## config.mk

```make
export PLATFORM = sky130hd
export DESIGN_NAME = crt_core
export DESIGN_NICKNAME = d
export VERILOG_FILES = /design/src/verilog/crt_pkg.sv /design/src/verilog/crt_core.sv
export SDC_FILE = /design/constraint.sdc
export NUM_CORES = 1
export LEC_CHECK = 0
export BUFFER_PORTS_ARGS = -buffer_cell sky130_fd_sc_hd__buf_2
export CAP_MARGIN = 10
export CORE_AREA = 2 2 183 185
export DETAILED_ROUTE_END_ITERATION = 8
export DIE_AREA = 0 0 185 187
export PLACE_DENSITY_LB_ADDON = 0.12
export SLEW_MARGIN = 10
export SYNTH_ARGS = -nofsm -noshare
export SYNTH_HDL_FRONTEND = slang
export SYNTH_SLANG_ARGS = --single-unit
```

## constraint.sdc

```tcl
create_clock -name ref_clk -period 5.2 [get_ports ref_clk]
set_clock_uncertainty 0.1 [all_clocks]
set_input_delay 0.26 -clock ref_clk [delete_from_list [all_inputs] [get_ports ref_clk]]
set_output_delay 0.26 -clock ref_clk [all_outputs]
set_load 0.02 [all_outputs]
```

## src/verilog/crt_pkg.sv

```systemverilog
package crt_pkg;

  // ---------------------------------------------------------------------------
  // Primitive word layout
  // ---------------------------------------------------------------------------
  localparam int          COME_AGAIN_BIT = 15;
  localparam int          PC_PASS_BIT    = 14;
  localparam int          DIRECTION_BIT  = 13;
  localparam int          SCAN_OPT_BIT   = 8;
  localparam logic [4:0]  PAT_MULTI_MAIN = 5'h06;
  localparam logic [4:0]  PAT_MULTI_COP  = 5'h01;
  localparam logic [4:0]  PAT_CTRL_REG   = 5'h0d;
  localparam logic [3:0]  PAT_STAT_SCAN  = 4'h1;

  // ---------------------------------------------------------------------------
  // Control register select codes (low 12 bits)
  // ---------------------------------------------------------------------------
  localparam logic [11:0] SEL_SRC_FC   = 12'h000;
  localparam logic [11:0] SEL_DST_FC   = 12'h001;
  localparam logic [11:0] SEL_CACHE_CT = 12'h002;
  localparam logic [11:0] SEL_USER_SP  = 12'h800;
  localparam logic [11:0] SEL_VEC_BASE = 12'h801;
  localparam logic [11:0] SEL_CACHE_AD = 12'h802;
  localparam logic [11:0] SEL_MAST_SP  = 12'h803;
  localparam logic [11:0] SEL_INT_SP   = 12'h804;

  // ---------------------------------------------------------------------------
  // Port register selectors, modes and reset values
  // ---------------------------------------------------------------------------
  typedef enum logic [1:0] {CRT_PORT_OPERAND, CRT_PORT_SELECT, CRT_PORT_INSTADDR,
                            CRT_PORT_CONTROL} crt_port_e;
  typedef enum logic [2:0] {CRT_EA_CONTROL, CRT_EA_CTRL_ALT, CRT_EA_POSTINC,
                            CRT_EA_PREDEC, CRT_EA_OTHER} crt_ea_e;
  localparam logic [31:0] ABORT_MASK    = 32'h0000_0002;
  localparam logic [15:0] SR_RESET      = 16'h2700;
  localparam logic [1:0]  TRACE_ON_FLOW = 2'h1;
  localparam logic [4:0]  MAX_OPERANDS  = 5'h10;

endpackage
```

## src/verilog/crt_core.sv

```systemverilog
`timescale 1ns/1ps
// Summary of operation
// - An invalid control register select code raises a protocol violation.
// - Valid code: direction 1 writes control register, 0 reads it, one long word.
// - Multi main register primitive: flags 15..13, pattern 00110, low byte zero.
// - Multi main primitive with come-again clear in conditional raises violation.
// - Read 16-bit mask; move data regs 7..0 then address regs 7..0.
// - Mask bits 15..8 are address regs 7..0, bits 7..0 data regs.
// - Direction picks write or read per register, same order both ways.
// - Multi coprocessor primitive moves 0..16 operands, illegal in conditional.
// - Multi coprocessor word: flags 15..13, pattern 00001, length in low byte.
// - Odd operand length raises a protocol violation.
// - Compute effective address; scan counter advances two per extension word.
// - Illegal addressing mode writes abort mask and takes emulator exception.
// - Read mask after address; operand count is number of set bits.
// - Direction 1 stores operands to memory, direction 0 fetches to port.
// - Control and postincrement ascend; postincrement adds total byte count.
// - Predecrement descends per operand, bytes ascend, register drops total.
// - Status/scan primitive in conditional raises a protocol violation.
// - Scan option 0 moves the 16-bit status word either way.
// - Scan option 1, direction 0: scan counter out, then status word.
// - Scan option 1, direction 1: status word in, then scan counter.
// - Direction 1 flushes prefetch and refills from scan counter, in S space only if status bit 13 is set.
// - Trace-on-flow at start with direction 1 traces after completion.
// - Control register primitive first reads its select code.
module crt_core (
  input  wire logic        ref_clk,
  input  wire logic        sys_rst,
  // Primitive from the response port and instruction context.
  input  wire logic        prim_valid,
  input  wire logic [15:0] prim_word,
  input  wire logic        cond_category,
  input  wire logic        instr_start,
  input  wire logic        cop_done,
  // Effective address unit.
  output logic             ea_req,
  input  wire logic        ea_done,
  input  wire crt_pkg::crt_ea_e ea_mode,
  input  wire logic [31:0] ea_addr,
  input  wire logic [2:0]  ea_ext_words,
  input  wire logic [2:0]  ea_areg,
  // Coprocessor port register access.
  output logic             port_req,
  output logic             port_wr,
  output crt_pkg::crt_port_e port_sel,
  output logic [31:0]      port_wdata,
  input  wire logic        port_ack,
  input  wire logic [31:0] port_rdata,
  // Memory access, long word per beat.
  output logic             mem_req,
  output logic             mem_wr,
  output logic [31:0]      mem_addr,
  output logic [31:0]      mem_wdata,
  input  wire logic        mem_ack,
  input  wire logic [31:0] mem_rdata,
  // Register file and control register file access.
  output logic             rf_we,
  output logic [3:0]       rf_idx,
  output logic [31:0]      rf_wdata,
  input  wire logic [31:0] rf_rdata,
  output logic             cr_we,
  output logic [11:0]      cr_sel,
  output logic [31:0]      cr_wdata,
  input  wire logic [31:0] cr_rdata,
  // Processor state and outcomes.
  output logic [15:0]      status_word,
  output logic [31:0]      scan_program_counter,
  input  wire logic [31:0] scan_pc_init,
  input  wire logic        scan_pc_load,
  output logic             pipe_flush,
  output logic             pipe_refill_super,
  output logic             proto_violation,
  output logic             fline_exception,
  output logic             trace_exception,
  output logic             busy
);

  typedef enum {S_IDLE, S_SEL, S_CR, S_MASK, S_MAIN, S_EA, S_ABORT, S_COP_MASK,
                S_COP_PORT, S_COP_MEM, S_SS_A, S_SS_B, S_DONE} crt_state_e;

  crt_state_e  st_r;
  logic [15:0] pw_r;
  logic [15:0] mask_r;
  logic [11:0] code_r;
  logic [4:0]  cnt_r;
  logic [7:0]  bleft_r;
  logic [31:0] addr_r;
  logic [31:0] opbase_r;
  logic        trace_arm_r;
  logic        trace_pend_r;

  // Decodes a valid control register select code.
  function automatic logic code_ok(input logic [11:0] c);
    code_ok = (c == crt_pkg::SEL_SRC_FC) || (c == crt_pkg::SEL_DST_FC) ||
              (c == crt_pkg::SEL_CACHE_CT) || (c == crt_pkg::SEL_USER_SP) ||
              (c == crt_pkg::SEL_VEC_BASE) || (c == crt_pkg::SEL_CACHE_AD) ||
              (c == crt_pkg::SEL_MAST_SP) || (c == crt_pkg::SEL_INT_SP);
  endfunction

  // Counts set bits of a select mask.
  function automatic logic [4:0] ones(input logic [15:0] m);
    ones = 5'h00;
    for (int i = 0; i < 16; i++) begin
      ones = ones + {4'h0, m[i]};
    end
  endfunction

  // Picks the next register in order DATA_REGS_SEVEN_TO_ZERO then ADDR_REGS_SEVEN_TO_ZERO and returns its index.
  function automatic logic [3:0] next_reg(input logic [15:0] m);
    next_reg = 4'h0;
    for (int i = 0; i < 16; i++) begin
      if (m[i]) begin
        next_reg = 4'(i ^ 8);
      end
    end
  endfunction

  wire logic        dir    = pw_r[crt_pkg::DIRECTION_BIT];
  wire logic        scan_o = pw_r[crt_pkg::SCAN_OPT_BIT];
  wire logic [15:0] m_ord  = {mask_r[7:0], mask_r[15:8]};
  wire logic [3:0]  cur_rg = next_reg(m_ord);
  wire logic        is_pre = (ea_mode == crt_pkg::CRT_EA_PREDEC);
  wire logic [4:0]  p_hi   = prim_word[12:8];
  wire logic        mode_ok = dir ?
    (ea_mode == crt_pkg::CRT_EA_CTRL_ALT || ea_mode == crt_pkg::CRT_EA_PREDEC) :
    (ea_mode == crt_pkg::CRT_EA_CONTROL || ea_mode == crt_pkg::CRT_EA_CTRL_ALT ||
     ea_mode == crt_pkg::CRT_EA_POSTINC);

  // Primitive sequencer.
  always_ff @(posedge ref_clk) begin
    if (sys_rst) begin
      st_r     <= S_IDLE;
      pw_r     <= 16'h0000;
      mask_r   <= 16'h0000;
      code_r   <= 12'h000;
      cnt_r    <= 5'h00;
      bleft_r  <= 8'h00;
      addr_r   <= 32'h0000_0000;
      opbase_r <= 32'h0000_0000;
    end else begin
      unique case (st_r)
        S_IDLE: if (prim_valid) begin
          pw_r <= prim_word;
          if (p_hi == crt_pkg::PAT_CTRL_REG && prim_word[7:0] == 8'h00) begin
            st_r <= S_SEL;
          end else if (p_hi == crt_pkg::PAT_MULTI_MAIN && prim_word[7:0] == 8'h00) begin
            st_r <= (cond_category && !prim_word[crt_pkg::COME_AGAIN_BIT]) ?
                    S_DONE : S_MASK;
          end else if (p_hi == crt_pkg::PAT_MULTI_COP) begin
            st_r <= (cond_category || prim_word[0]) ? S_DONE : S_EA;
          end else if (prim_word[12:9] == crt_pkg::PAT_STAT_SCAN) begin
            st_r <= cond_category ? S_DONE : S_SS_A;
          end else begin
            st_r <= S_DONE;
          end
        end
        S_SEL: if (port_ack) begin
          code_r <= port_rdata[11:0];
          st_r   <= code_ok(port_rdata[11:0]) ? S_CR : S_DONE;
        end
        S_CR: if (port_ack) begin
          st_r <= S_DONE;
        end
        S_MASK: if (port_ack) begin
          mask_r <= port_rdata[15:0];
          st_r   <= S_MAIN;
        end
        S_MAIN: if (mask_r == 16'h0000) begin
          st_r <= S_DONE;
        end else if (port_ack) begin
          mask_r[cur_rg] <= 1'b0;
        end
        S_EA: if (ea_done) begin
          st_r     <= mode_ok ? S_COP_MASK : S_ABORT;
          addr_r   <= ea_addr;
          opbase_r <= ea_addr;
        end
        S_ABORT: if (port_ack) begin
          st_r <= S_DONE;
        end
        S_COP_MASK: if (port_ack) begin
          cnt_r <= ones(port_rdata[15:0]);
          st_r  <= S_COP_PORT;
        end
        S_COP_PORT: if (cnt_r == 5'h00 || pw_r[7:0] == 8'h00) begin
          st_r <= S_DONE;
        end else begin
          bleft_r <= pw_r[7:0];
          if (is_pre) begin
            addr_r   <= opbase_r - {24'h00_0000, pw_r[7:0]};
            opbase_r <= opbase_r - {24'h00_0000, pw_r[7:0]};
          end
          st_r <= S_COP_MEM;
        end
        S_COP_MEM: if (port_ack && mem_ack) begin
          if (bleft_r <= 8'h04) begin
            cnt_r <= cnt_r - 5'h01;
            st_r  <= S_COP_PORT;
            if (!is_pre) begin
              opbase_r <= opbase_r + {24'h00_0000, pw_r[7:0]};
            end
          end else begin
            bleft_r <= bleft_r - 8'h04;
          end
          addr_r <= addr_r + 32'h0000_0004;
        end
        S_SS_A: if (port_ack) begin
          st_r <= scan_o ? S_SS_B : S_DONE;
        end
        S_SS_B: if (port_ack) begin
          st_r <= S_DONE;
        end
        S_DONE: st_r <= S_IDLE;
      endcase
    end
  end

  // Exception outcomes, one-cycle pulses on leaving a sequence.
  always_ff @(posedge ref_clk) begin
    if (sys_rst) begin
      proto_violation <= 1'b0;
      fline_exception <= 1'b0;
    end else begin
      proto_violation <= st_r == S_IDLE && prim_valid &&
        ((p_hi == crt_pkg::PAT_MULTI_MAIN && cond_category &&
          !prim_word[crt_pkg::COME_AGAIN_BIT]) ||
         (p_hi == crt_pkg::PAT_MULTI_COP && (cond_category || prim_word[0])) ||
         (prim_word[12:9] == crt_pkg::PAT_STAT_SCAN && cond_category)) ||
        (st_r == S_SEL && port_ack && !code_ok(port_rdata[11:0]));
      fline_exception <= st_r == S_ABORT && port_ack;
    end
  end

  // Status word, scan counter, pipe refill and trace arming.
  always_ff @(posedge ref_clk) begin
    if (sys_rst) begin
      status_word          <= crt_pkg::SR_RESET;
      scan_program_counter <= 32'h0000_0000;
      pipe_flush           <= 1'b0;
      pipe_refill_super    <= 1'b0;
      trace_arm_r          <= 1'b0;
      trace_pend_r         <= 1'b0;
      trace_exception      <= 1'b0;
    end else begin
      pipe_flush      <= 1'b0;
      trace_exception <= 1'b0;
      if (instr_start) begin
        trace_arm_r  <= status_word[15:14] == crt_pkg::TRACE_ON_FLOW;
        trace_pend_r <= 1'b0;
      end
      if (scan_pc_load) begin
        scan_program_counter <= scan_pc_init;
      end else if (st_r == S_EA && ea_done) begin
        scan_program_counter <= scan_program_counter + {28'h000_0000, ea_ext_words, 1'b0};
      end
      if (dir && port_ack && ((st_r == S_SS_A) || (st_r == S_SS_B && !scan_o))) begin
        status_word <= port_rdata[15:0];
      end
      if (dir && port_ack && st_r == S_SS_B) begin
        scan_program_counter <= port_rdata;
      end
      if (st_r == S_DONE && dir && pw_r[12:9] == crt_pkg::PAT_STAT_SCAN &&
          !proto_violation) begin
        pipe_flush        <= 1'b1;
        pipe_refill_super <= status_word[13];
        if (trace_arm_r) begin
          trace_pend_r <= 1'b1;
        end
      end
      if (trace_pend_r && cop_done) begin
        trace_exception <= 1'b1;
        trace_pend_r    <= 1'b0;
      end
    end
  end

  // Port, memory and register file requests for the current step.
  always_comb begin
    port_req   = 1'b0;
    port_wr    = 1'b0;
    port_sel   = crt_pkg::CRT_PORT_OPERAND;
    port_wdata = 32'h0000_0000;
    mem_req    = 1'b0;
    mem_wr     = dir;
    mem_addr   = addr_r;
    mem_wdata  = port_rdata;
    rf_we      = 1'b0;
    rf_idx     = cur_rg;
    rf_wdata   = port_rdata;
    cr_we      = 1'b0;
    cr_sel     = code_r;
    cr_wdata   = port_rdata;
    ea_req     = st_r == S_EA;
    unique case (st_r)
      S_SEL, S_MASK, S_COP_MASK: begin
        port_req = 1'b1;
        port_sel = crt_pkg::CRT_PORT_SELECT;
      end
      S_CR: begin
        port_req   = 1'b1;
        port_wr    = !dir;
        port_wdata = cr_rdata;
        cr_we      = dir && port_ack;
      end
      S_MAIN: begin
        port_req   = mask_r != 16'h0000;
        port_wr    = !dir;
        port_wdata = rf_rdata;
        rf_we      = dir && port_ack && mask_r != 16'h0000;
      end
      S_ABORT: begin
        port_req   = 1'b1;
        port_wr    = 1'b1;
        port_sel   = crt_pkg::CRT_PORT_CONTROL;
        port_wdata = crt_pkg::ABORT_MASK;
      end
      S_COP_MEM: begin
        port_req   = 1'b1;
        port_wr    = !dir;
        port_wdata = mem_rdata;
        mem_req    = 1'b1;
      end
      S_SS_A: begin
        port_req   = 1'b1;
        port_wr    = !dir;
        port_sel   = (scan_o && !dir) ? crt_pkg::CRT_PORT_INSTADDR : crt_pkg::CRT_PORT_OPERAND;
        port_wdata = (scan_o && !dir) ? scan_program_counter : {16'h0000, status_word};
      end
      S_SS_B: begin
        port_req   = 1'b1;
        port_wr    = !dir;
        port_sel   = dir ? crt_pkg::CRT_PORT_INSTADDR : crt_pkg::CRT_PORT_OPERAND;
        port_wdata = {16'h0000, status_word};
      end
      default: begin
      end
    endcase
  end

  assign busy = st_r != S_IDLE;

  // Guards on the sequencer and its outcomes.

  ctrl_seq_a: assert property (@(posedge ref_clk) disable iff (sys_rst)
    (st_r == S_SEL && port_ack && !code_ok(port_rdata[11:0])) |=> proto_violation)
    else $error("invalid select code not flagged");
  abort_mode_a: assert property (@(posedge ref_clk) disable iff (sys_rst)
    (st_r == S_ABORT) |-> (port_sel == crt_pkg::CRT_PORT_CONTROL && port_wr))
    else $error("abort mask not written to control port");
  main_order_a: assert property (@(posedge ref_clk) disable iff (sys_rst)
    (st_r == S_MAIN && port_ack && mask_r != 16'h0000) |=> !mask_r[$past(cur_rg)])
    else $error("selected register not retired");
  cond_cop_a: assert property (@(posedge ref_clk) disable iff (sys_rst)
    (st_r == S_IDLE && prim_valid && cond_category && p_hi == crt_pkg::PAT_MULTI_COP)
    |=> proto_violation ##1 st_r == S_IDLE)
    else $error("conditional multi coprocessor not refused");
  flush_a: assert property (@(posedge ref_clk) disable iff (sys_rst)
    pipe_flush |-> $past(dir))
    else $error("flush without inbound direction");
  trace_a: assert property (@(posedge ref_clk) disable iff (sys_rst)
    trace_exception |-> $past(trace_pend_r) && $past(cop_done))
    else $error("trace taken without completion");
  scan_out_a: assert property (@(posedge ref_clk) disable iff (sys_rst)
    (st_r == S_SS_A && scan_o && !dir) |-> port_sel == crt_pkg::CRT_PORT_INSTADDR)
    else $error("scan counter not sent first");
  ss_cond_a: assert property (@(posedge ref_clk) disable iff (sys_rst)
    (st_r == S_IDLE && prim_valid && cond_category && prim_word[12:9] == crt_pkg::PAT_STAT_SCAN)
    |=> st_r == S_DONE)
    else $error("conditional status transfer not refused");

endmodule

```

==> results.cfg <==
[power]
p_switching_w = 0.00384
p_leak_nw = 6.80
clockPowerShare = 0.178
totalPowerFinal_w = 0.00764
power.internal_w = 0.00380
p_seq_frac = 0.259
swShare = 0.502
power_density_mw_per_mm2 = 476
vdd.ir_drop.worst_v = 0.000269
comb_power_share = 0.563

[setup_path]
cp_num_buf_inv = 1
cp.arrival_ns = 4.02
critical_path.max_stage_delay_ns = 0.88
crit_path_end_kind = flip-flop
critical_path_class = flip-flop to flip-flop
required_ns = 5.50
cp-start-kind = flip-flop
crit_fanout = 20
crit_top_cell = nand3_1
crit_family = simple AND/OR/NAND/NOR gates
cp_slowest_cell = nor4_2
path_cells = and2b_1 > nand3_1 > nor4_2 > nand3_1 > xnor2_1 > nand2_1 > a31oi_1 > dlygate4sd3_1

[cells_and_area]
layout.cells.non_filler = 2628
multi_input_area_mm2 = 0.00828
layout.nets = 2433
final_cell_mix = 460 x buf_2, 304 x nand2_1, 178 x dfxtp_1
area_growth_pct = 19.8
fillers = 3433
drive_above_1_share = 0.252
mostFrequentLayoutCell = buf_2
area.sequential_mm2 = 0.00356

[sta]
tightest_slew_ns = 1.10
finalSetupViolCount = 0
hold_viol_final = 0
holdWs_ns = 0.0253
fmax_mhz = 269
period_share = 0.716
drv_slew = 0
max_slew_margin = 0.267
period_needed_ns = 3.72
tns_ns = 0
rsz0062_at_grt = no

[synth]
syn_nets = 2118
ys_types = 87
synth_edf_count = 0
syn_inst = 1846
avgSynthCellArea_um2 = 7.26
async_reset_ff_frac = 0
synth_warnings = 0
synth_seq_area_share = 0.266
synth_seq_cells = 178
synthFlopType = dfxtp_1
synth_area_mm2 = 0.0134

[place]
gp_congestion = 0.960
dpl.cell_count = 2557
io_buffer_count = 461
place_hpwl_um = 45200

[floorplan]
io-pin-count = 466
core_area_mm2 = 0.0329
die_y_um = 187
std_cell_rows = 67
die_w_um = 185
die_area_mm2 = 0.0346
start_util = 0.408

[global_routing]
overflow = 0
antenna_found_initial = 12
grt_pass1_vias = 14160
grt_first_pass_wirelength_um = 88000
grt_use_total = 0.337
grt_max_degree = 71

[drt]
drt-total-wl_um = 59900
ant_nets = 0
via_per_inst = 5.87
vias = 15439
wl_per_cell_um = 22.8
drcViolationCount = 1
first_pass_iters = 9
drt_iter0_markers = 1574

[status]
violations = DRC
status = finished with violations

[clock_tree]
path_clk_slew_ns = 0.07
insertion_delay_ns = 0.46
post_cts_buffers = 0
cts_resized = 0
h-tree-depth = 4
clockBufferDepth = 2
numCtsBuffers = 17
cts_root_buf = clkbuf_16
cts_tree = built
cts_num_sinks = 178

[hold_path]
hp-class = primary input to flip-flop

[job]
maxCapViolations = 0
## worst reg2reg max path: stages (launching register included)
cell and delay [ns]:
dfxtp_1 0.76, and2b_1 0.31, nand3_1 0.44, nor4_2 0.88, nand3_1 0.19, xnor2_1 0.17, nand2_1 0.07, a31oi_1 0.19
dlygate4sd3_1 0.56
## final timing paths
check                       start                               endpoint  slack [ns]  cells past startpoint
max          st_r[2]$_SDFFE_PP0P_  scan_program_counter[22]$_SDFFE_PP0P_        1.48                      8
min                port_rdata[23]  scan_program_counter[23]$_SDFFE_PP0P_        0.03                      3
max reg2reg  st_r[2]$_SDFFE_PP0P_  scan_program_counter[22]$_SDFFE_PP0P_        1.48                      8
min reg2reg  pw_r[9]$_SDFFE_PP0P_                   pw_r[9]$_SDFFE_PP0P_        0.36                      2
## per-layer routing
layer  up-vias  share of wire  global-route usage
met4        12          0.039               0.132
met1      7305           0.40               0.431
met3       116           0.11               0.124
met2       782           0.44               0.513
li1       7224              -                   -
met5         -         0.0035                   0
## synthesized netlist by cell type (7+ instances only)
cell type	instances	area [um2]
nor4_1	20	125
o21ai_0	153	766
o211ai_1	33	248
and3_1	21	131
nand4_1	26	163
a222oi_1	32	320
clkbuf_1	87	327
nand2_1	304	1140
a211oi_1	20	150
o22ai_1	11	68.8
a22oi_1	9	67.6
mux2i_1	20	200
inv_1	66	248
xor2_1	25	219
buf_2	16	80.1
dfxtp_1	178	3560
nor2_1	136	510
or3_1	17	106
buf_4	101	758
a221oi_1	9	78.8
o31a_1	12	105
a32o_1	11	110
a31oi_1	24	150
nor3b_1	9	67.6
clkbuf_8	8	110
o31ai_1	13	97.6
a21o_1	8	60.1
nor2b_1	13	81.3
ha_1	32	400
fa_1	13	260
xnor2_1	27	236
a21oi_1	133	666
nor3_1	64	320
o21bai_1	7	52.6
nand3_1	59	295
nand2b_1	8	50.1
## cell families (layout without fill, tap and decap cells)
logic type,Yosys count,after routing,share of synthesized area
AOI/OAI and AO/OA,541,541,0.263
xor gates and xnor gates,52,52,0.0340
adders and majority gates,45,45,0.0493
buffers and inverters,285,612,0.118
DFF,178,178,0.266
muxes,20,20,0.0149
other,0,7,0
and+or+nand+nor,725,725,0.254
## registers in the layout (all words and copies together), names as in the netlist, 4 cells and up
register / cells
cnt_r: 5
cr_sel: 12
pw_r: 14
opbase_r: 32
st_r: 4
bleft_r: 8
status_word: 16
scan_program_counter: 32
mem_addr: 32
mask_r: 16
## layout make-up
class,instances,share of cell area
antenna,7,0.00109
clock buffer,21,0.0287
clock inverter,10,0.00787
inverter,66,0.0154
multi-input combinational,1383,0.516
sequential,178,0.222
tap,448,0.0349
timing repair buffer,515,0.174
## timing repair
| action | 4_1_cts | 5_1_grt |
|---|---|---|
| hold endpoints to repair | 28 | 0 |
| hold buffers | 33 | 0 |
| endpoints found under the setup margin | 0 | 0 |
## power groups by stage
stage          registers [W]  logic [W]  clock network (W)
3_5_place_dp         0.00200    0.00417                  0
4_1_cts              0.00197    0.00422            0.00137
3_3_place_gp         0.00199    0.00415                  0
5_1_grt              0.00202    0.00467            0.00143
6_report             0.00198    0.00430            0.00136
2_1_floorplan        0.00192    0.00311                  0
## through the flow
step           utilization  worst slack (ns)  instance area (um2)
2_1_floorplan            -              1.57                13400
3_3_place_gp         0.460              1.14                15100
3_5_place_dp         0.460              1.09                15100
4_1_cts              0.488              1.52                16000
5_1_grt              0.488              1.09                16000
6_report             0.489              1.48                16100
Note: power is estimated with default switching activity, not from simulation.
